File: src/flash_host_pkg.sv
// constants shared by the parallel flash host controller and its bus cycle engine
// assumes a 200 MHz clock and a byte-wide asynchronous nor flash on the far side
package flash_host_pkg;

   // clock and pin timing
   localparam int CLK_PERIOD_NS = 5;
   localparam int GLITCH_NS = 5;
   localparam int WE_PULSE_NS = 40;
   localparam int READ_ACCESS_NS = 70;
   localparam int WE_CYC = (WE_PULSE_NS + CLK_PERIOD_NS - 1) / CLK_PERIOD_NS;
   localparam int RD_CYC = (READ_ACCESS_NS + CLK_PERIOD_NS - 1) / CLK_PERIOD_NS;
   localparam logic [4:0] WE_CNT_INIT = 5'(WE_CYC - 1);
   localparam logic [4:0] RD_CNT_INIT = 5'(RD_CYC - 1);

   // address layout
   localparam int ADDR_W = 20;
   localparam int CMD_ADDR_W = 15;
   localparam int SECTOR_LSB = 12;
   localparam int BLOCK_LSB = 16;
   localparam int TOGGLE_BIT = 6;
   localparam logic [CMD_ADDR_W-1:0] CMD_ADDR_A = 15'h0AAA;
   localparam logic [CMD_ADDR_W-1:0] CMD_ADDR_B = 15'h0555;

   // command data bytes
   localparam logic [7:0] DAT_UNLOCK1 = 8'hAA;
   localparam logic [7:0] DAT_UNLOCK2 = 8'h55;
   localparam logic [7:0] DAT_PROGRAM = 8'hA0;
   localparam logic [7:0] DAT_ERASE_SETUP = 8'h80;
   localparam logic [7:0] DAT_SECTOR = 8'h50;
   localparam logic [7:0] DAT_BLOCK = 8'h30;
   localparam logic [7:0] DAT_CHIP = 8'h10;
   localparam logic [7:0] DAT_ID_ENTRY = 8'h90;
   localparam logic [7:0] DAT_ID_EXIT = 8'hF0;

   // sequence positions and lengths
   localparam logic [2:0] STEP_UNLOCK2 = 3'h1;
   localparam logic [2:0] STEP_CMD = 3'h2;
   localparam logic [2:0] STEP_FOURTH = 3'h3;
   localparam logic [2:0] STEP_FIFTH = 3'h4;
   localparam logic [2:0] STEP_FINAL = 3'h5;
   localparam logic [2:0] LEN_PROGRAM = 3'h4;
   localparam logic [2:0] LEN_ERASE = 3'h6;
   localparam logic [2:0] LEN_ID_ENTRY = 3'h3;
   localparam logic [2:0] LEN_SINGLE = 3'h1;

   // user commands
   typedef enum logic [2:0] {
      OP_READ,
      OP_PROGRAM,
      OP_SECTOR_ERASE,
      OP_BLOCK_ERASE,
      OP_CHIP_ERASE,
      OP_ID_ENTRY,
      OP_ID_EXIT
   } op_t;

endpackage

File: src/flash_bus_cycle.sv
// one asynchronous flash bus cycle, write or read, with fixed strobe widths
// assumes the caller pulses go_i only while ready_o is high
`timescale 1ns/1ps
module flash_bus_cycle (
   // clock and reset
   input wire logic clk_i,
   input wire logic sys_rst_i,
   // request from the sequencer
   input wire logic go_i,
   input wire logic wr_i,
   input wire logic [19:0] addr_i,
   input wire logic [7:0] wdata_i,
   output logic ready_o,
   output logic done_o,
   output logic [7:0] rdata_o,
   // flash pins
   output logic ce_n_o,
   output logic oe_n_o,
   output logic we_n_o,
   output logic [19:0] addr_o,
   output logic [7:0] dq_o,
   output logic dq_oe_o,
   input wire logic [7:0] dq_i
);

   typedef enum logic [1:0] {E_IDLE, E_SETUP, E_STROBE, E_RECOV} eng_st_t;

   typedef struct packed {
      eng_st_t st;
      logic [4:0] cnt;
      logic wr;
      logic ce_n;
      logic oe_n;
      logic we_n;
      logic [19:0] addr;
      logic [7:0] dq;
      logic dq_oe;
      logic [7:0] rdata;
      logic done;
   } eng_t;

   eng_t cur_ff;
   eng_t nxt_cur;

   // next state of the cycle engine
   always_comb begin
      nxt_cur = cur_ff;
      nxt_cur.done = 1'b0;
      unique case (cur_ff.st)
         E_IDLE: begin
            if (go_i) begin
               nxt_cur.wr = wr_i;
               nxt_cur.addr = addr_i;
               nxt_cur.dq = wdata_i;
               nxt_cur.ce_n = 1'b0;
               nxt_cur.dq_oe = wr_i; // never drive while a read gate may open
               nxt_cur.st = E_SETUP;
            end
         end
         E_SETUP: begin
            // address and chip select settle a cycle before the strobe
            if (cur_ff.wr) begin
               nxt_cur.we_n = 1'b0; // oe stays high, so the write is not inhibited
               nxt_cur.cnt = flash_host_pkg::WE_CNT_INIT; // far above the glitch limit
            end else begin
               nxt_cur.oe_n = 1'b0;
               nxt_cur.cnt = flash_host_pkg::RD_CNT_INIT;
            end
            nxt_cur.st = E_STROBE;
         end
         E_STROBE: begin
            if (cur_ff.cnt == 5'h00) begin
               // we rises before ce, so data is taken on the we edge
               nxt_cur.we_n = 1'b1;
               nxt_cur.oe_n = 1'b1;
               if (!cur_ff.wr) begin
                  nxt_cur.rdata = dq_i;
               end
               nxt_cur.st = E_RECOV;
            end else begin
               nxt_cur.cnt = cur_ff.cnt - 5'h01;
            end
         end
         E_RECOV: begin
            nxt_cur.ce_n = 1'b1;
            nxt_cur.dq_oe = 1'b0;
            nxt_cur.done = 1'b1;
            nxt_cur.st = E_IDLE;
         end
      endcase
   end

   // state register
   always_ff @(posedge clk_i) begin
      if (sys_rst_i) begin
         cur_ff <= '{st: E_IDLE, cnt: 5'h00, wr: 1'b0, ce_n: 1'b1, oe_n: 1'b1, we_n: 1'b1,
                     addr: 20'h00000, dq: 8'h00, dq_oe: 1'b0, rdata: 8'h00, done: 1'b0};
      end else begin
         cur_ff <= nxt_cur;
      end
   end

   assign ready_o = (cur_ff.st == E_IDLE);
   assign done_o = cur_ff.done;
   assign rdata_o = cur_ff.rdata;
   assign ce_n_o = cur_ff.ce_n;
   assign oe_n_o = cur_ff.oe_n;
   assign we_n_o = cur_ff.we_n;
   assign addr_o = cur_ff.addr;
   assign dq_o = cur_ff.dq;
   assign dq_oe_o = cur_ff.dq_oe;
endmodule

File: src/flash_host_ctrl.sv
// host controller for an asynchronous byte-wide nor flash: command sequences and polling
// assumes one user request at a time on cmd_valid_i / cmd_ready_o; flash on the pins
// Summary of operation
// - poll only after the last sequence write
// - program: two unlocks and the program command, then target write
// - erase: six writes, final selects the kind
// - command addresses use low fifteen bits
`timescale 1ns/1ps
module flash_host_ctrl #(
   parameter int POLL_LIMIT = 2000000
) (
   // clock and reset
   input wire logic clk_i,
   input wire logic sys_rst_i,
   // user command port
   input wire logic cmd_valid_i,
   input wire logic [2:0] cmd_i,
   input wire logic [19:0] cmd_addr_i,
   input wire logic [7:0] cmd_data_i,
   output logic cmd_ready_o,
   // user status and read data
   output logic busy_o,
   output logic done_o,
   output logic timeout_o,
   output logic rd_valid_o,
   output logic [7:0] rd_data_o,
   output logic id_mode_o,
   // flash pins
   output logic flash_ce_n_o,
   output logic flash_oe_n_o,
   output logic flash_we_n_o,
   output logic [19:0] flash_addr_o,
   output logic [7:0] flash_dq_o,
   output logic flash_dq_oe_o,
   input wire logic [7:0] flash_dq_i
);

   typedef enum logic [2:0] {M_IDLE, M_ISSUE, M_WAIT, M_POLL, M_PWAIT} main_st_t;

   typedef struct packed {
      main_st_t st;
      flash_host_pkg::op_t op;
      logic [2:0] step;
      logic [19:0] addr;
      logic [7:0] data;
      logic prev_tog;
      logic have_prev;
      logic [31:0] polls;
      logic go;
      logic [19:0] eaddr;
      logic [7:0] edata;
      logic ewr;
      logic ready;
      logic busy;
      logic done;
      logic err;
      logic rd_valid;
      logic [7:0] rd_data;
      logic id_mode;
   } main_t;

   main_t cur_ff;
   main_t nxt_cur;
   logic eng_ready;
   logic eng_done;
   logic [7:0] eng_rdata;
   logic [27:0] word;
   logic [2:0] len;

   // number of bus writes each command needs
   function automatic logic [2:0] seq_len(input flash_host_pkg::op_t op);
      unique case (op)
         flash_host_pkg::OP_PROGRAM: seq_len = flash_host_pkg::LEN_PROGRAM;
         flash_host_pkg::OP_SECTOR_ERASE,
         flash_host_pkg::OP_BLOCK_ERASE,
         flash_host_pkg::OP_CHIP_ERASE: seq_len = flash_host_pkg::LEN_ERASE;
         flash_host_pkg::OP_ID_ENTRY: seq_len = flash_host_pkg::LEN_ID_ENTRY;
         default: seq_len = flash_host_pkg::LEN_SINGLE;
      endcase
   endfunction

   // address and data of one write in a sequence; upper command address bits driven low
   function automatic logic [27:0] seq_word(input flash_host_pkg::op_t op,
                                            input logic [2:0] step,
                                            input logic [19:0] a,
                                            input logic [7:0] d);
      logic [19:0] ca;
      logic [7:0] cd;
      ca = {{(flash_host_pkg::ADDR_W - flash_host_pkg::CMD_ADDR_W){1'b0}},
            flash_host_pkg::CMD_ADDR_A};
      cd = flash_host_pkg::DAT_UNLOCK1; // first write of every sequence except id exit
      unique case (step)
         flash_host_pkg::STEP_UNLOCK2,
         flash_host_pkg::STEP_FIFTH: begin
            ca = {{(flash_host_pkg::ADDR_W - flash_host_pkg::CMD_ADDR_W){1'b0}},
                  flash_host_pkg::CMD_ADDR_B};
            cd = flash_host_pkg::DAT_UNLOCK2;
         end
         flash_host_pkg::STEP_CMD: begin
            if (op == flash_host_pkg::OP_PROGRAM) begin
               cd = flash_host_pkg::DAT_PROGRAM;
            end else if (op == flash_host_pkg::OP_ID_ENTRY) begin
               cd = flash_host_pkg::DAT_ID_ENTRY;
            end else begin
               cd = flash_host_pkg::DAT_ERASE_SETUP;
            end
         end
         flash_host_pkg::STEP_FOURTH: begin
            if (op == flash_host_pkg::OP_PROGRAM) begin
               ca = a; // target byte after the unlocks
               cd = d;
            end
         end
         flash_host_pkg::STEP_FINAL: begin
            if (op == flash_host_pkg::OP_SECTOR_ERASE) begin
               ca = {a[flash_host_pkg::ADDR_W-1:flash_host_pkg::SECTOR_LSB],
                     {flash_host_pkg::SECTOR_LSB{1'b0}}};
               cd = flash_host_pkg::DAT_SECTOR;
            end else if (op == flash_host_pkg::OP_BLOCK_ERASE) begin
               ca = {a[flash_host_pkg::ADDR_W-1:flash_host_pkg::BLOCK_LSB],
                     {flash_host_pkg::BLOCK_LSB{1'b0}}};
               cd = flash_host_pkg::DAT_BLOCK;
            end else begin
               cd = flash_host_pkg::DAT_CHIP;
            end
         end
         default: begin
         end
      endcase
      if (op == flash_host_pkg::OP_ID_EXIT) begin
         ca = a;
         cd = flash_host_pkg::DAT_ID_EXIT; // single write, any address
      end else if (op == flash_host_pkg::OP_READ) begin
         ca = a;
      end
      seq_word = {ca, cd};
   endfunction

   assign word = seq_word(cur_ff.op, cur_ff.step, cur_ff.addr, cur_ff.data);
   assign len = seq_len(cur_ff.op);

   // sequencer; new commands are only taken in idle, which a poll timeout reaches while the flash may still be busy
   always_comb begin
      nxt_cur = cur_ff;
      nxt_cur.go = 1'b0;
      nxt_cur.done = 1'b0;
      nxt_cur.rd_valid = 1'b0;
      unique case (cur_ff.st)
         M_IDLE: begin
            if (cmd_valid_i && cur_ff.ready) begin
               nxt_cur.op = flash_host_pkg::op_t'(cmd_i);
               nxt_cur.addr = cmd_addr_i;
               nxt_cur.data = cmd_data_i;
               nxt_cur.step = 3'h0;
               nxt_cur.err = 1'b0;
               nxt_cur.busy = 1'b1;
               nxt_cur.st = M_ISSUE;
            end
         end
         M_ISSUE: begin
            if (eng_ready) begin
               nxt_cur.go = 1'b1;
               nxt_cur.eaddr = word[27:8];
               nxt_cur.edata = word[7:0];
               nxt_cur.ewr = (cur_ff.op != flash_host_pkg::OP_READ);
               nxt_cur.st = M_WAIT;
            end
         end
         M_WAIT: begin
            if (eng_done) begin
               if (cur_ff.op == flash_host_pkg::OP_READ) begin
                  nxt_cur.rd_data = eng_rdata; // ident codes when in id mode
                  nxt_cur.rd_valid = 1'b1;
                  nxt_cur.done = 1'b1;
                  nxt_cur.busy = 1'b0;
                  nxt_cur.st = M_IDLE;
               end else if (cur_ff.step + 3'h1 != len) begin
                  nxt_cur.step = cur_ff.step + 3'h1;
                  nxt_cur.st = M_ISSUE;
               end else if (cur_ff.op == flash_host_pkg::OP_ID_ENTRY ||
                            cur_ff.op == flash_host_pkg::OP_ID_EXIT) begin
                  nxt_cur.id_mode = (cur_ff.op == flash_host_pkg::OP_ID_ENTRY);
                  nxt_cur.done = 1'b1;
                  nxt_cur.busy = 1'b0;
                  nxt_cur.st = M_IDLE;
               end else begin
                  // status is valid only after the last strobe has risen
                  nxt_cur.have_prev = 1'b0;
                  nxt_cur.polls = 32'h0000_0000;
                  nxt_cur.st = M_POLL;
               end
            end
         end
         M_POLL: begin
            if (eng_ready) begin
               nxt_cur.go = 1'b1;
               nxt_cur.eaddr = cur_ff.addr;
               nxt_cur.ewr = 1'b0;
               nxt_cur.st = M_PWAIT;
            end
         end
         M_PWAIT: begin
            if (eng_done) begin
               // only the toggle bit is trusted; bit seven is returned raw
               nxt_cur.rd_data = eng_rdata;
               nxt_cur.prev_tog = eng_rdata[flash_host_pkg::TOGGLE_BIT];
               nxt_cur.have_prev = 1'b1;
               nxt_cur.polls = cur_ff.polls + 32'h0000_0001;
               if (cur_ff.have_prev &&
                   eng_rdata[flash_host_pkg::TOGGLE_BIT] == cur_ff.prev_tog) begin
                  nxt_cur.done = 1'b1;
                  nxt_cur.busy = 1'b0;
                  nxt_cur.st = M_IDLE;
               end else if (cur_ff.polls == 32'(POLL_LIMIT)) begin
                  // a stuck flash must not hang the host forever
                  nxt_cur.err = 1'b1;
                  nxt_cur.done = 1'b1;
                  nxt_cur.busy = 1'b0;
                  nxt_cur.st = M_IDLE;
               end else begin
                  nxt_cur.st = M_POLL;
               end
            end
         end
         default: begin
            nxt_cur.st = M_IDLE;
         end
      endcase
      nxt_cur.ready = (nxt_cur.st == M_IDLE);
   end

   // state register; id mode clears at reset since the flash starts in read mode
   always_ff @(posedge clk_i) begin
      if (sys_rst_i) begin
         cur_ff <= '{st: M_IDLE, op: flash_host_pkg::OP_READ, step: 3'h0, addr: 20'h00000,
                     data: 8'h00, prev_tog: 1'b0, have_prev: 1'b0, polls: 32'h0000_0000,
                     go: 1'b0, eaddr: 20'h00000, edata: 8'h00, ewr: 1'b0, ready: 1'b1,
                     busy: 1'b0, done: 1'b0, err: 1'b0, rd_valid: 1'b0, rd_data: 8'h00,
                     id_mode: 1'b0};
      end else begin
         cur_ff <= nxt_cur;
      end
   end

   // pin timing lives in the cycle engine
   flash_bus_cycle u_cycle (
      .clk_i(clk_i),
      .sys_rst_i(sys_rst_i),
      .go_i(cur_ff.go),
      .wr_i(cur_ff.ewr),
      .addr_i(cur_ff.eaddr),
      .wdata_i(cur_ff.edata),
      .ready_o(eng_ready),
      .done_o(eng_done),
      .rdata_o(eng_rdata),
      .ce_n_o(flash_ce_n_o),
      .oe_n_o(flash_oe_n_o),
      .we_n_o(flash_we_n_o),
      .addr_o(flash_addr_o),
      .dq_o(flash_dq_o),
      .dq_oe_o(flash_dq_oe_o),
      .dq_i(flash_dq_i)
   );

   assign cmd_ready_o = cur_ff.ready;
   assign busy_o = cur_ff.busy;
   assign done_o = cur_ff.done;
   assign timeout_o = cur_ff.err;
   assign rd_valid_o = cur_ff.rd_valid;
   assign rd_data_o = cur_ff.rd_data;
   assign id_mode_o = cur_ff.id_mode;
endmodule

File: config.mk
export PLATFORM = sky130hd
export DESIGN_NAME = flash_host_ctrl
export DESIGN_NICKNAME = d
export VERILOG_FILES = /design/src/flash_host_pkg.sv /design/src/flash_bus_cycle.sv /design/src/flash_host_ctrl.sv
export SDC_FILE = /design/constraint.sdc
export NUM_CORES = 1
export LEC_CHECK = 0
export CAP_MARGIN = 40
export CORE_MARGIN = 1
export CORE_UTILIZATION = 45
export CTS_CLUSTER_SIZE = 24
export DETAILED_ROUTE_END_ITERATION = 7
export DONT_BUFFER_PORTS = 1
export HOLD_SLACK_MARGIN = 0.05
export SYNTH_ARGS = -nofsm -noshare
export SYNTH_HDL_FRONTEND = slang
export SYNTH_HIERARCHICAL = 1
export SYNTH_SLANG_ARGS = --single-unit
File: constraint.sdc
create_clock -name clk_i -period 4.1 [get_ports clk_i]
set_input_delay 0 -clock clk_i [delete_from_list [all_inputs] [get_ports clk_i]]
set_output_delay 0 -clock clk_i [all_outputs]
set_load 0.005 [all_outputs]
# After elaboration in Yosys (flattened, before gate mapping)
# Index checks and enable logic that the tools add are counted.
op_classes:
  n_addsub: 3
  eq_ne: 41
  muxes: 74
  bitwise: 5
  n_reduce_logical: 36
ops:
  columns: ["op", "count"]
  rows:
  - ["2-to-1 mux 33 bit", 5]
  - ["2-to-1 mux 20 bit", 5]
  - ["one-hot mux 33 bit (2 select lines)", 1]
  - ["one-hot mux 20 bit (3 select lines)", 1]
  - ["one-hot mux 21 bit (2 select lines)", 1]
  - ["2-to-1 mux 37 bit", 1]
  - ["2-to-1 mux 3 bit", 12]
  - ["adder 32 x 1 -> 32 bit (second input constant)", 1]
  - ["== test 32 x 21 -> 1 bit (second input constant)", 1]
  - ["one-hot mux 8 bit (4 select lines)", 1]
  - ["2-to-1 mux 30 bit", 1]
  - ["!= test 2 bit (second input constant)", 13]
  - ["2-to-1 mux 8 bit", 3]
  - ["2-to-1 mux 21 bit", 1]
  - ["== test 3 x 2 -> 1 bit (second input constant)", 6]
  - ["== test 3 bit (second input constant)", 6]
  - ["2-to-1 mux 2 bit", 9]
  - ["2-to-1 mux 9 bit", 2]
  - ["one-hot mux 8 bit (2 select lines)", 1]
  - ["one-hot mux 3 bit (5 select lines)", 1]
  - ["AND reduction 5 bit", 3]
  - ["AND reduction 2 bit", 7]
  - ["2-to-1 mux 1 bit", 12]
  - ["2-to-1 mux 6 bit", 2]
  - ["other kinds (33)", 63]
word_totals:
  reg_bits: 164
  input_bits: 42
  out_inout_bits: 46
  wordCells: 189

# Depth between registers and ports, before layout
# Gate-level depths: netlist (run 1).
depth:
  depth_word: 9
  depth_mapped: 11
  ltp_nobuf: 9

# Modules after synthesis
# Netlist (run 1), hierarchy kept.
modules_own_cells:
  columns: ["mod", "instances", "cells_each", "area_each_um2", "seq_area_each_um2"]
  rows:
  - ["flash_host_ctrl", 1, 692, 5502.8, 2302.2]
  - ["flash_bus_cycle", 1, 273, 2208.4, 980.9]

# Worst setup path after synthesis (run 1)
# OpenSTA, ideal clock, no wires.
synth_timing:
  path_type: "reg-to-reg"
  start: "register cur_ff[106] (netlist bit)"
  end: "register cur_ff[45] (netlist bit)"
  setup_time_ns: 0.128
  arrival_ns: 2.188
  t_required_ns: 3.972
  setup_slack_ns: 1.784
  stages_incl_launch_ff: 11
  n_path_buf: 1
  synth_period_minus_slack_ns: 2.316
  cell_sequence: "dfxtp_1 -> ha_1 -> ha_1 -> nand2b_1 -> a32o_1 -> a21oi_2 -> a41oi_2 -> or2_4 -> buf_6 -> a22oi_1 -> nor2_1"
synth_via:
  elab_chain_cells: 4
synth_lines:
  columns: ["item", "line", "source"]
  rows:
  - ["from (decl)", "flash_host_ctrl.sv:62", "main_t cur_ff;"]
  - ["from (signal assigned)", "flash_host_ctrl.sv:235", "cur_ff <= '{st: M_IDLE, op: flash_host_pkg::OP_READ, step: 3'h0, addr: 20'h00000,"]
  - ["from (signal assigned)", "flash_host_ctrl.sv:241", "cur_ff <= nxt_cur;"]
  - ["adder 3 x 1 -> 3 bit", "flash_host_ctrl.sv:177", "end else if (cur_ff.step + 3'h1 != len) begin"]
  - ["!= test 3 bit", "flash_host_ctrl.sv:177", null]
  - ["!= test 2 bit (no line)", null, null]
  - ["AND reduction 6 bit (no line)", null, null]
# No other way between the ends.
# A chain may end at the register's enable or synchronous reset.

# Worst setup path after layout (run 1)
layout_timing:
  start: "register cur_ff[111] (netlist bit)"
  end: "register cur_ff[112] (netlist bit)"
layout_via:
  elab_chain_cells: 8
  elab_cells_between_ends: 16
  classes_between: "7 x eq/ne; 6 x mux; 3 x reduce/logical"
layout_lines:
  columns: ["item", "line", "source"]
  rows:
  - ["== test 3 x 2 -> 1 bit / == test 3 bit (equally long branches)", "flash_host_ctrl.sv:72", "unique case (op)"]
  - ["OR reduction 3 bit", "flash_host_ctrl.sv:72", null]
  - ["one-hot mux 3 bit (3 select lines)", "flash_host_ctrl.sv:72", null]
  - ["!= test 3 bit", "flash_host_ctrl.sv:177", null]
  - ["2-to-1 mux 3 bit", "flash_host_ctrl.sv:177", null]
  - ["2-to-1 mux 3 bit *", "flash_host_ctrl.sv:171", "if (cur_ff.op == flash_host_pkg::OP_READ) begin"]
  - ["2-to-1 mux 3 bit *", "flash_host_ctrl.sv:170", "if (eng_done) begin"]
  - ["one-hot mux 3 bit (5 select lines) *", "flash_host_ctrl.sv:148", "unique case (cur_ff.st)"]
# Mark *: on every way between the ends. The rest lies on a longest branch, timed or not.

==> reports/qor.csv, run 1 <==
metric,value,unit
outcome,completed,
hold_start,sys_rst_i,
finalWeightedCongestion,0.857,
rsz0062_at_grt,false,
ys_seq_area_share,42.6,%
vias,6453,
drc,0,
slowest_delay,0.55,ns
tightest_slew,0.743,ns
synthTopCellsByArea,"dfxtp_1, nand2_1, a21oi_1",
drive_gt1_share,7.50,%
cts_made_buffers,17,
whs_endpoint,cur_ff[39],
netlist_area,7710,um2
async_reset_ff_share,0,%
path_class,reg2reg,
power.total,4.17,mW
grt_max_degree,166,
firstDrtPassIters,5,
wl,18400,um
antenna_found_initial,0,
setup_viol,0,
drv_slew,0,
worstPathMaxFanout,11,
synth_cell_types,77,
regArea,3280,um2
yosysTopAreaCell,dfxtp_1,
reg2reg_slack,1.45,ns
r2r_start,cur_ff[111],
synth_seq_cells,164,
portBuffers,0,
cp_top_family,compound AO/OA/AOI/OAI gates,
ir_drop,0.342,mV
grt.total_usage,21.7,%
grt_pass1_vias,6108,
clk-insertion-delay-late,0.44,ns
cts_buffer_depth,2,
dieArea,17700,um2
critPathLaunchType,flip-flop,
path_clk_slew,0.07,ns
skew,0.00887,ns
finalSetupTns,0,ns
leakage,2.90,nW
syn_inst,965,
fillers,1596,
grt_pass1_wl,30900,um
power.density,486,nW/um2
worstPathRequired,4.43,ns
yosys_warnings,6,
syn_nets,1020,
drt_iter0_markers,532,
cts_tree,done,
areaGrowthSynthToFinish,11.1,%
synth_edf_count,0,
yosysTopAreaCellShare,42.6,%
fin_crit_sh,64.8,%
post_cts_resized,0,
crit_buf_inv,1,
end_kind,flip-flop,
r2r_end,cur_ff[112],
fmax,0.377,GHz
hold_viol,0,
arrival,2.99,ns
vias_per_cell,5.53,
critPathSlowestCell,dfxtp_1,
overflow,0,
detail-route-antenna-nets,0,
min_path_type,in2reg,
htreeDepth,4,
ff2ff_path_depth,8,
synth.most_common_cell,nand2_1,
fin_crit,2.65,ns
root_buffer,clkbuf_16,
nets,989,
wl_per_cell,15.8,um
relSlewSlack,50.5,%
core-area,16600,um2
start_util,46.3,%
row_count,47,
hpwl,11900,um
max_cap_violations,0,
multi_input_area,3730,um2
cts.sinks,164,
die_w,133,um
holdPathStages,2,
synth.avg_cell_area,7.99,um2
die_h,133,um
path_cells,inv_1 > ha_1 > a211oi_1 > a2bb2oi_1 > nand3_1 > a21oi_1 > o221ai_1 > and2_1,
synthTopCellsByCount,"nand2_1, dfxtp_1, a21oi_1",
antenna_cells,0,
synthFlopType,dfxtp_1,
io_pins,88,
[sequential cells by signal (all words and copies together) (netlist names), 8 cells and up]
name,count
cur_ff,101
u_cycle/addr_o,20
rd_data_o,8
u_cycle/cur_ff,8
u_cycle/dq_o,8
u_cycle/rdata_o,8
[kinds of logic after synthesis]
| family | after synthesis | share of synthesized area (%) |
|---|---|---|
| AOI/OAI and AO/OA | 249 | 20.2 |
| and+or+nand+nor | 405 | 24.9 |
| xor gates and xnor gates | 3 | 0.341 |
| DFF | 164 | 42.6 |
| adders and majority gates | 13 | 2.11 |
| buffers and inverters | 126 | 9.14 |
| muxes | 5 | 0.730 |
[stage by stage]
| step | utilization [%] | instances | hold WS, ns | cell area, um2 | setup WS, ns |
|---|---|---|---|---|---|
| after floorplan | - | 965 | 0.136 | 7710 | 1.78 |
| after global placement | 44.4 | 1083 | 0.0940 | 7400 | 1.51 |
| after detailed placement | 44.8 | 1087 | 0.0926 | 7450 | 1.48 |
| after CTS | 51.5 | 1167 | 0.0725 | 8570 | 1.46 |
| after global routing | 51.5 | 1167 | 0.103 | 8570 | 1.21 |
| final | 51.5 | 1167 | 0.0755 | 8570 | 1.45 |
[cell usage in the layout, fill, tap and decap left out, types with 6 or more instances in the layout]
| cell type | netlist | routed |
|---|---|---|
| a31oi_1 | 12 | 12 |
| buf_4 | 48 | 7 |
| dfxtp_1 | 164 | 164 |
| nor3_1 | 22 | 22 |
| a21oi_1 | 126 | 126 |
| nand3_1 | 37 | 37 |
| and2_1 | 10 | 10 |
| inv_1 | 19 | 19 |
| ha_1 | 13 | 13 |
| dlygate4sd3_1 | 0 | 47 |
| and3_1 | 13 | 13 |
| nand2_1 | 185 | 185 |
| a311oi_1 | 17 | 17 |
| o211ai_1 | 7 | 7 |
| a22oi_1 | 9 | 9 |
| a211oi_1 | 11 | 11 |
| nand4_1 | 7 | 7 |
| nand2b_1 | 12 | 12 |
| clkbuf_16 | 0 | 17 |
| nor2_1 | 73 | 73 |
| nor4b_1 | 7 | 6 |
| o21ai_0 | 34 | 34 |
[worst max path at each step]
stage | to | start | cells past startpoint | slack [ns]
2_1_floorplan | cur_ff[45] | cur_ff[106] | 10 | 1.78
3_3_place_gp | cur_ff[112] | cur_ff[111] | 8 | 1.51
3_5_place_dp | cur_ff[112] | cur_ff[111] | 8 | 1.48
4_1_cts | cur_ff[60] | cur_ff[111] | 8 | 1.46
5_1_grt | cur_ff[112] | cur_ff[111] | 8 | 1.21
6_report | cur_ff[112] | cur_ff[111] | 8 | 1.45
[final cells by class]
class                      count  share of cell area, %
multi-input combinational    675                   43.5
sequential                   164                   38.3
inverter                      19                  0.832
clock inverter                14                   2.07
clock buffer                  18                   5.12
tap                          220                   3.21
timing repair buffer          57                   6.92
[metal layers]
layer / global-route usage, % / routed length (um) / up-vias
met5: 0 / 0 / -
met4: 8.11 / 250 / 0
met3: 5.67 / 1090 / 19
met2: 32.5 / 8060 / 136
met1: 29.8 / 9040 / 3031
li1: - / - / 3267
[power by group]
part           leakage, nW  switching, mW  internal (mW)
clock network        0.306          0.728          0.946
registers             1.33          0.101           1.71
logic                 1.26          0.432          0.255
total                 2.90           1.26           2.91
[repair_timing]
item | in CTS | in global routing
endpoints found under the setup margin | 0 | 0
setup buffers | 0 | 0
hold buffers | 48 | 0
hold endpoints to repair | 164 | 0
Note: power is estimated with default switching activity, not from simulation.
==> inputs of run 2 (changes only) <==
==> constraint.sdc (replaced) <==
create_clock -name clk_i -period 2.2 [get_ports clk_i]
set_input_delay 0 -clock clk_i [delete_from_list [all_inputs] [get_ports clk_i]]
set_output_delay 0 -clock clk_i [all_outputs]
set_load 0.005 [all_outputs]
==> run 2 against run 1 <==
The run now ends with setup timing left. First-iteration DRC count down 15%. Register-to-register slack worse by 1.5 ns. Worst hold slack better by 0.12 ns. Final area up 13%. Critical path type unchanged. Largest power group unchanged.
==> reports/qor.csv, run 2 (same netlist as run 1, synthesis figures left out) <==
metric,value,unit,change
outcome,finished with violations,,
violations,setup timing,,
postPlaceCellArea,7820,um2,+4.9%
grt_max_degree,116,,-30%
path_cells,ha_4 > ha_4 > nand2b_4 > a32o_2 > a21oi_4 > a41oi_4 > or2_4 > o21ai_2 > a21oi_2,,
drt_iter0_markers,451,,-15%
portBuffers,0,,unchanged
core-area,16600,um2,unchanged
firstDrtPassIters,5,,unchanged
ff2ff_path_depth,9,,+1
fillers,1571,,-1.6%
relSlewSlack,54.0,%,+3.5 points
worstPathMaxFanout,7,,-4
worstPathRequired,2.50,ns,-1.93 ns
r2r_start,cur_ff[107],,
cts_buffer_depth,2,,unchanged
cp_top_family,compound AO/OA/AOI/OAI gates,,
die_h,133,um,unchanged
ir_drop,0.624,mV,+83%
skew,0.0107,ns,+0.00182 ns
path_class,reg2reg,,
p_sw_share,30.1,%,-0.15 points
cts_tree,done,,
global_route.usage.met3,5.82,%,+0.15 points
tightest_slew,0.689,ns,-0.0531 ns
design_area,9670,um2,+13%
arrival,2.53,ns,-0.46 ns
endpoint,cur_ff[60],,
r2r_end,cur_ff[60],,
final_cell_mix,"nand2_1, dfxtp_1, a21oi_1",,
slowest_delay,0.35,ns,-0.20 ns
io_pins,88,,unchanged
drv_slew,0,,unchanged
setup_slack,-0.0272,ns,-1.47 ns
internal_power,5.49,mW,+89%
wl,19900,um,+8.1%
root_buffer,clkbuf_16,,
detail-route-antenna-nets,0,,unchanged
reg2reg_slack,-0.03,ns,-1.47 ns
hpwl,12400,um,+4.2%
vias,6883,,+6.7%
layout_commonest_cell,nand2_1,,
critPathSlowestCell,or2_4,,
p_sw,2.36,mW,+87%
htreeDepth,4,,unchanged
grt_pass1_vias,6432,,+5.3%
drive_gt1_share,17.3,%,+9.8 points
areaGrowthSynthToFinish,25.4,%,
power.total,7.85,mW,+88%
whs,0.193,ns,+0.118 ns
global_route.usage.met1,31.1,%,+1.3 points
dieArea,17700,um2,unchanged
crit_buf_inv,0,,-1
vias_per_cell,5.48,,-0.97%
nets,1080,,+9.2%
clk-insertion-delay-late,0.43,ns,about the same
antenna_cells,0,,unchanged
start_util,46.3,%,unchanged
leakage,3.48,nW,+20%
largest_reg_flops,101,,unchanged
critPathLaunchType,flip-flop,,
cts.sinks,164,,unchanged
cts_made_buffers,17,,unchanged
overflow,0,,unchanged
grt_pass1_wl,32500,um,+5.2%
p_comb_share,19.7,%,+3.2 points
wl_per_cell,15.9,um,+0.37%
fin_crit,2.23,ns,-0.428 ns
path_clk_slew,0.07,ns,about the same
die_w,133,um,unchanged
busiest_layer,met2,,
top_register,cur_ff,,
use_met2,35.2,%,+2.7 points
drc,0,,unchanged
row_count,47,,unchanged
p_clk_share,37.4,%,-2.7 points
hold_viol,0,,unchanged
grt.total_usage,22.8,%,+1.1 points
min_path_type,in2reg,,
cpMostUsedCell,ha_4,,
power.density,811,nW/um2,+67%
finalWeightedCongestion,0.833,,-2.8%
fmax,0.449,GHz,+19%
end_kind,flip-flop,,
max_cap_violations,0,,unchanged
setup_viol,4,,+4
cp-startpoint,cur_ff[107],,
pwr-share-seq,42.9,%,-0.5 points
cp.depth,9,,+1
finalSetupTns,-0.0494,ns,-0.0494 ns
antenna_found_initial,0,,unchanged
rsz0062_at_grt,true,,
fin_crit_sh,101,%,+36 points
[run 2: worst reg2reg max path, cell delays in order, from the launching register on]
cell and delay [ns]:
dfxtp_2 0.34, ha_4 0.16, ha_4 0.26, nand2b_4 0.13, a32o_2 0.26, a21oi_4 0.23
a41oi_4 0.18, or2_4 0.35, o21ai_2 0.14, a21oi_2 0.06
[run 2: repair_timing]
action,CTS,global route
setup buffers,0,4
cloned,1,0
pin swaps,2,41
hold endpoints to repair,164,1
setup endpoints to repair,5,85
hold buffers,87,1
resized for setup,5,84
[run 2: power by group through the flow]
stage                     clock (mW)  sequential [mW]  combinational, mW
after global routing            3.12             3.39               1.72
after CTS                       2.99             3.35               1.44
after detailed placement           0             3.42               1.25
after floorplan                    0             3.35              0.967
after global placement             0             3.42               1.24
final                           2.93             3.36               1.55
[run 2: area by class of cell]
type	instances	area, um2	share of cell area [%]
Clock buffer	18	439	4.54
Sequential cell	164	3290	34.0
Tap cell	220	275	2.85
Inverter	19	76.3	0.789
Timing Repair Buffer	147	1400	14.5
Clock inverter	13	138	1.42
Multi-Input combinational cell	676	4050	41.9
[run 2: worst min path at each step]
| stage | from | end | slack (ns) | depth (start not counted) |
|---|---|---|---|---|
| CTS | sys_rst_i | u_cycle/rdata_o[2] | 0.17 | 2 |
| floorplan | cmd_data_i[4] | cur_ff[82] | 0.14 | 2 |
| global route | sys_rst_i | u_cycle/addr_o[8] | 0.17 | 2 |
| finish | sys_rst_i | u_cycle/cur_ff[44] | 0.19 | 2 |
| global placement | sys_rst_i | rd_data_o[0] | 0.09 | 1 |
| detailed placement | sys_rst_i | rd_data_o[0] | 0.09 | 1 |
[run 2: per-stage QoR]
step | util, % | setup slack (ns) | std cells
floorplan | - | 0.00198 | 965
global placement | 47.0 | -0.0143 | 1134
detailed placement | 47.0 | -0.0354 | 1134
CTS | 55.9 | -0.0285 | 1253
global route | 58.1 | -0.126 | 1257
finish | 58.1 | -0.0272 | 1257
[run 2: layer usage]
layer	up-vias	wire length, um
met2	138	8980
li1	3443	-
met4	0	209
met3	17	1080
met1	3285	9660
met5	-	0
==> inputs of run 3 (changes only) <==
--- a/config.mk
+++ b/config.mk
@@ -12,6 +12,7 @@
 export DETAILED_ROUTE_END_ITERATION = 7
 export DONT_BUFFER_PORTS = 1
 export HOLD_SLACK_MARGIN = 0.05
+export SETUP_SLACK_MARGIN = 0.2
 export SYNTH_ARGS = -nofsm -noshare
 export SYNTH_HDL_FRONTEND = slang
 export SYNTH_HIERARCHICAL = 1
==> run 3 against run 2 <==
The flow finishes with violations (hold timing). Worst hold slack got worse by 0.54 ns. Fmax rose by 5.3%. Clock skew fell by 0.0059 ns. Global-route usage fell by 1.9 points. Sequential power barely moved.
==> reports/qor.csv, run 3 (same netlist as run 1, synthesis figures left out) <==
metric,value,unit,change
hold_viol,153,,+153
tightest_slew,0.663,ns,-0.0262 ns
htreeDepth,4,,unchanged
cpMostUsedCell,ha_4,,
cp-startpoint,cur_ff[107],,
fin_crit_sh,96.1,%,-5.1 points
ir_drop,0.608,mV,-2.6%
grt_pass1_vias,5785,,-10%
path_class,reg2reg,,
drc,0,,unchanged
vias_per_cell,5.43,,-0.79%
power.total,7.63,mW,-2.8%
fmax,0.473,GHz,+5.3%
rsz0062_at_grt,true,,
worstPathRequired,2.57,ns,+0.07 ns
path_cells,ha_4 > ha_4 > nand2b_4 > a32o_1 > a21oi_4 > nand3_2 > o221a_4 > a31oi_4 > and2_4,,
cts_buffer_depth,2,,unchanged
r2r_start,cur_ff[107],,
critPathSlowestCell,dfxtp_4,,
antenna_found_initial,0,,unchanged
whs,-0.350,ns,-0.543 ns
die_h,133,um,unchanged
largest_reg_flops,101,,unchanged
antenna_cells,0,,unchanged
place_ws,-0.0347,ns,+0.000702 ns
wl_per_cell,15.7,um,-0.80%
min_path_type,in2reg,,
worstPathMaxFanout,5,,-2
root_buffer,clkbuf_16,,
hpwl,12200,um,-2.3%
drt_iter0_markers,458,,+1.6%
grt.total_usage,20.9,%,-1.9 points
cts_tree,done,,
detail-route-antenna-nets,0,,unchanged
design_area,8780,um2,-9.3%
drv_slew,0,,unchanged
cts_made_buffers,17,,unchanged
top_register,cur_ff,,
areaGrowthSynthToFinish,13.8,%,
grt_pass1_wl,29700,um,-8.8%
vias,6383,,-7.3%
hold_start,sys_rst_i,,
overflow,0,,unchanged
start_util,46.3,%,unchanged
setup_viol,0,,-4
critPathLaunchType,flip-flop,,
fin_crit,2.11,ns,-0.112 ns
postPlaceCellArea,7790,um2,-0.29%
layout_commonest_cell,nand2_1,,
skew,0.00479,ns,-0.00590 ns
power.density,869,nW/um2,+7.1%
io_pins,88,,unchanged
portBuffers,0,,unchanged
arrival,2.48,ns,-0.05 ns
firstDrtPassIters,5,,unchanged
outcome,finished with violations,,
dieArea,17700,um2,unchanged
end_kind,flip-flop,,
clk-insertion-delay-late,0.42,ns,about the same
die_w,133,um,unchanged
core-area,16600,um2,unchanged
violations,hold timing,,
cts.sinks,164,,unchanged
slowest_delay,0.36,ns,about the same
nets,998,,-7.6%
relSlewSlack,55.8,%,+1.7 points
max_cap_violations,0,,unchanged
final_cell_mix,"nand2_1, dfxtp_1, a21oi_1",,
row_count,47,,unchanged
cts_hold_buf,11,,-87%
drive_gt1_share,17.3,%,about the same
wl,18500,um,-7.3%
leakage,3.00,nW,-14%
finalWeightedCongestion,0.849,,+1.8%
path_clk_slew,0.06,ns,about the same
finalSetupTns,0,ns,+0.0494 ns
setup_slack,0.0850,ns,+0.112 ns
grt_max_degree,166,,+43%
## run 3: layer usage
layer	up-vias	routed length, um	track usage (%)	part of all wire, %
li1	3278	-	-	-
met1	2973	9520	30.7	52
met2	113	7930	29.7	43
met3	19	804	5.25	4.4
met4	0	218	6.26	1.2
met5	-	0	0	0
## run 3: area by class of cell
class,instances,area (um2)
Clock buffer,21,450
Clock inverter,10,125
Fill cell,1624,7870
Inverter,19,71.3
Multi-Input combinational cell,676,4020
Sequential cell,164,3300
Tap cell,220,275
Timing Repair Buffer,65,536
## run 3: worst max-delay path, delay by kind of cell (launching register included)
kind | cells | cell delay [ns]
AO/OA/AOI/OAI | 4 | 0.87
flip-flops | 1 | 0.36
adder cells (fa/ha/maj) | 2 | 0.39
AND/OR/NAND/NOR | 3 | 0.44
## run 3: path summary, 6_finish.rpt
check | to | slack [ns] | depth (start not counted)
setup / recovery | cur_ff[113] | 0.09 | 9
hold / removal | rd_data_o[7] | -0.35 | 1
hold reg to reg | u_cycle/addr_o[3] | 0.45 | 2
setup reg to reg | cur_ff[113] | 0.09 | 9
## run 3: report_power, final
part	internal (mW)	leakage, nW	switching (mW)	total (mW)
Combinational	0.543	1.39	0.802	1.35
Clock	1.71	0.278	1.21	2.92
Sequential	3.19	1.33	0.173	3.36
## run 3: timing repair
item | 4_1_cts | 5_1_grt
setup endpoints to repair | 55 | 75
cloned | 1 | 0
resized for setup | 9 | 48
pin swaps | 13 | 14
endpoints found under the hold margin | 164 | 153
buffers inserted | 1 | 7
## run 3: metrics by stage
| stage | cells | util (%) | hold WS (ns) |
|---|---|---|---|
| finish | 1175 | 52.7 | -0.350 |
| detailed placement | 1124 | 46.8 | 0.0841 |
| CTS | 1168 | 51.2 | -0.370 |
| floorplan | 965 | - | 0.128 |
| global placement | 1124 | 46.8 | 0.0814 |
| global route | 1175 | 52.7 | -0.370 |
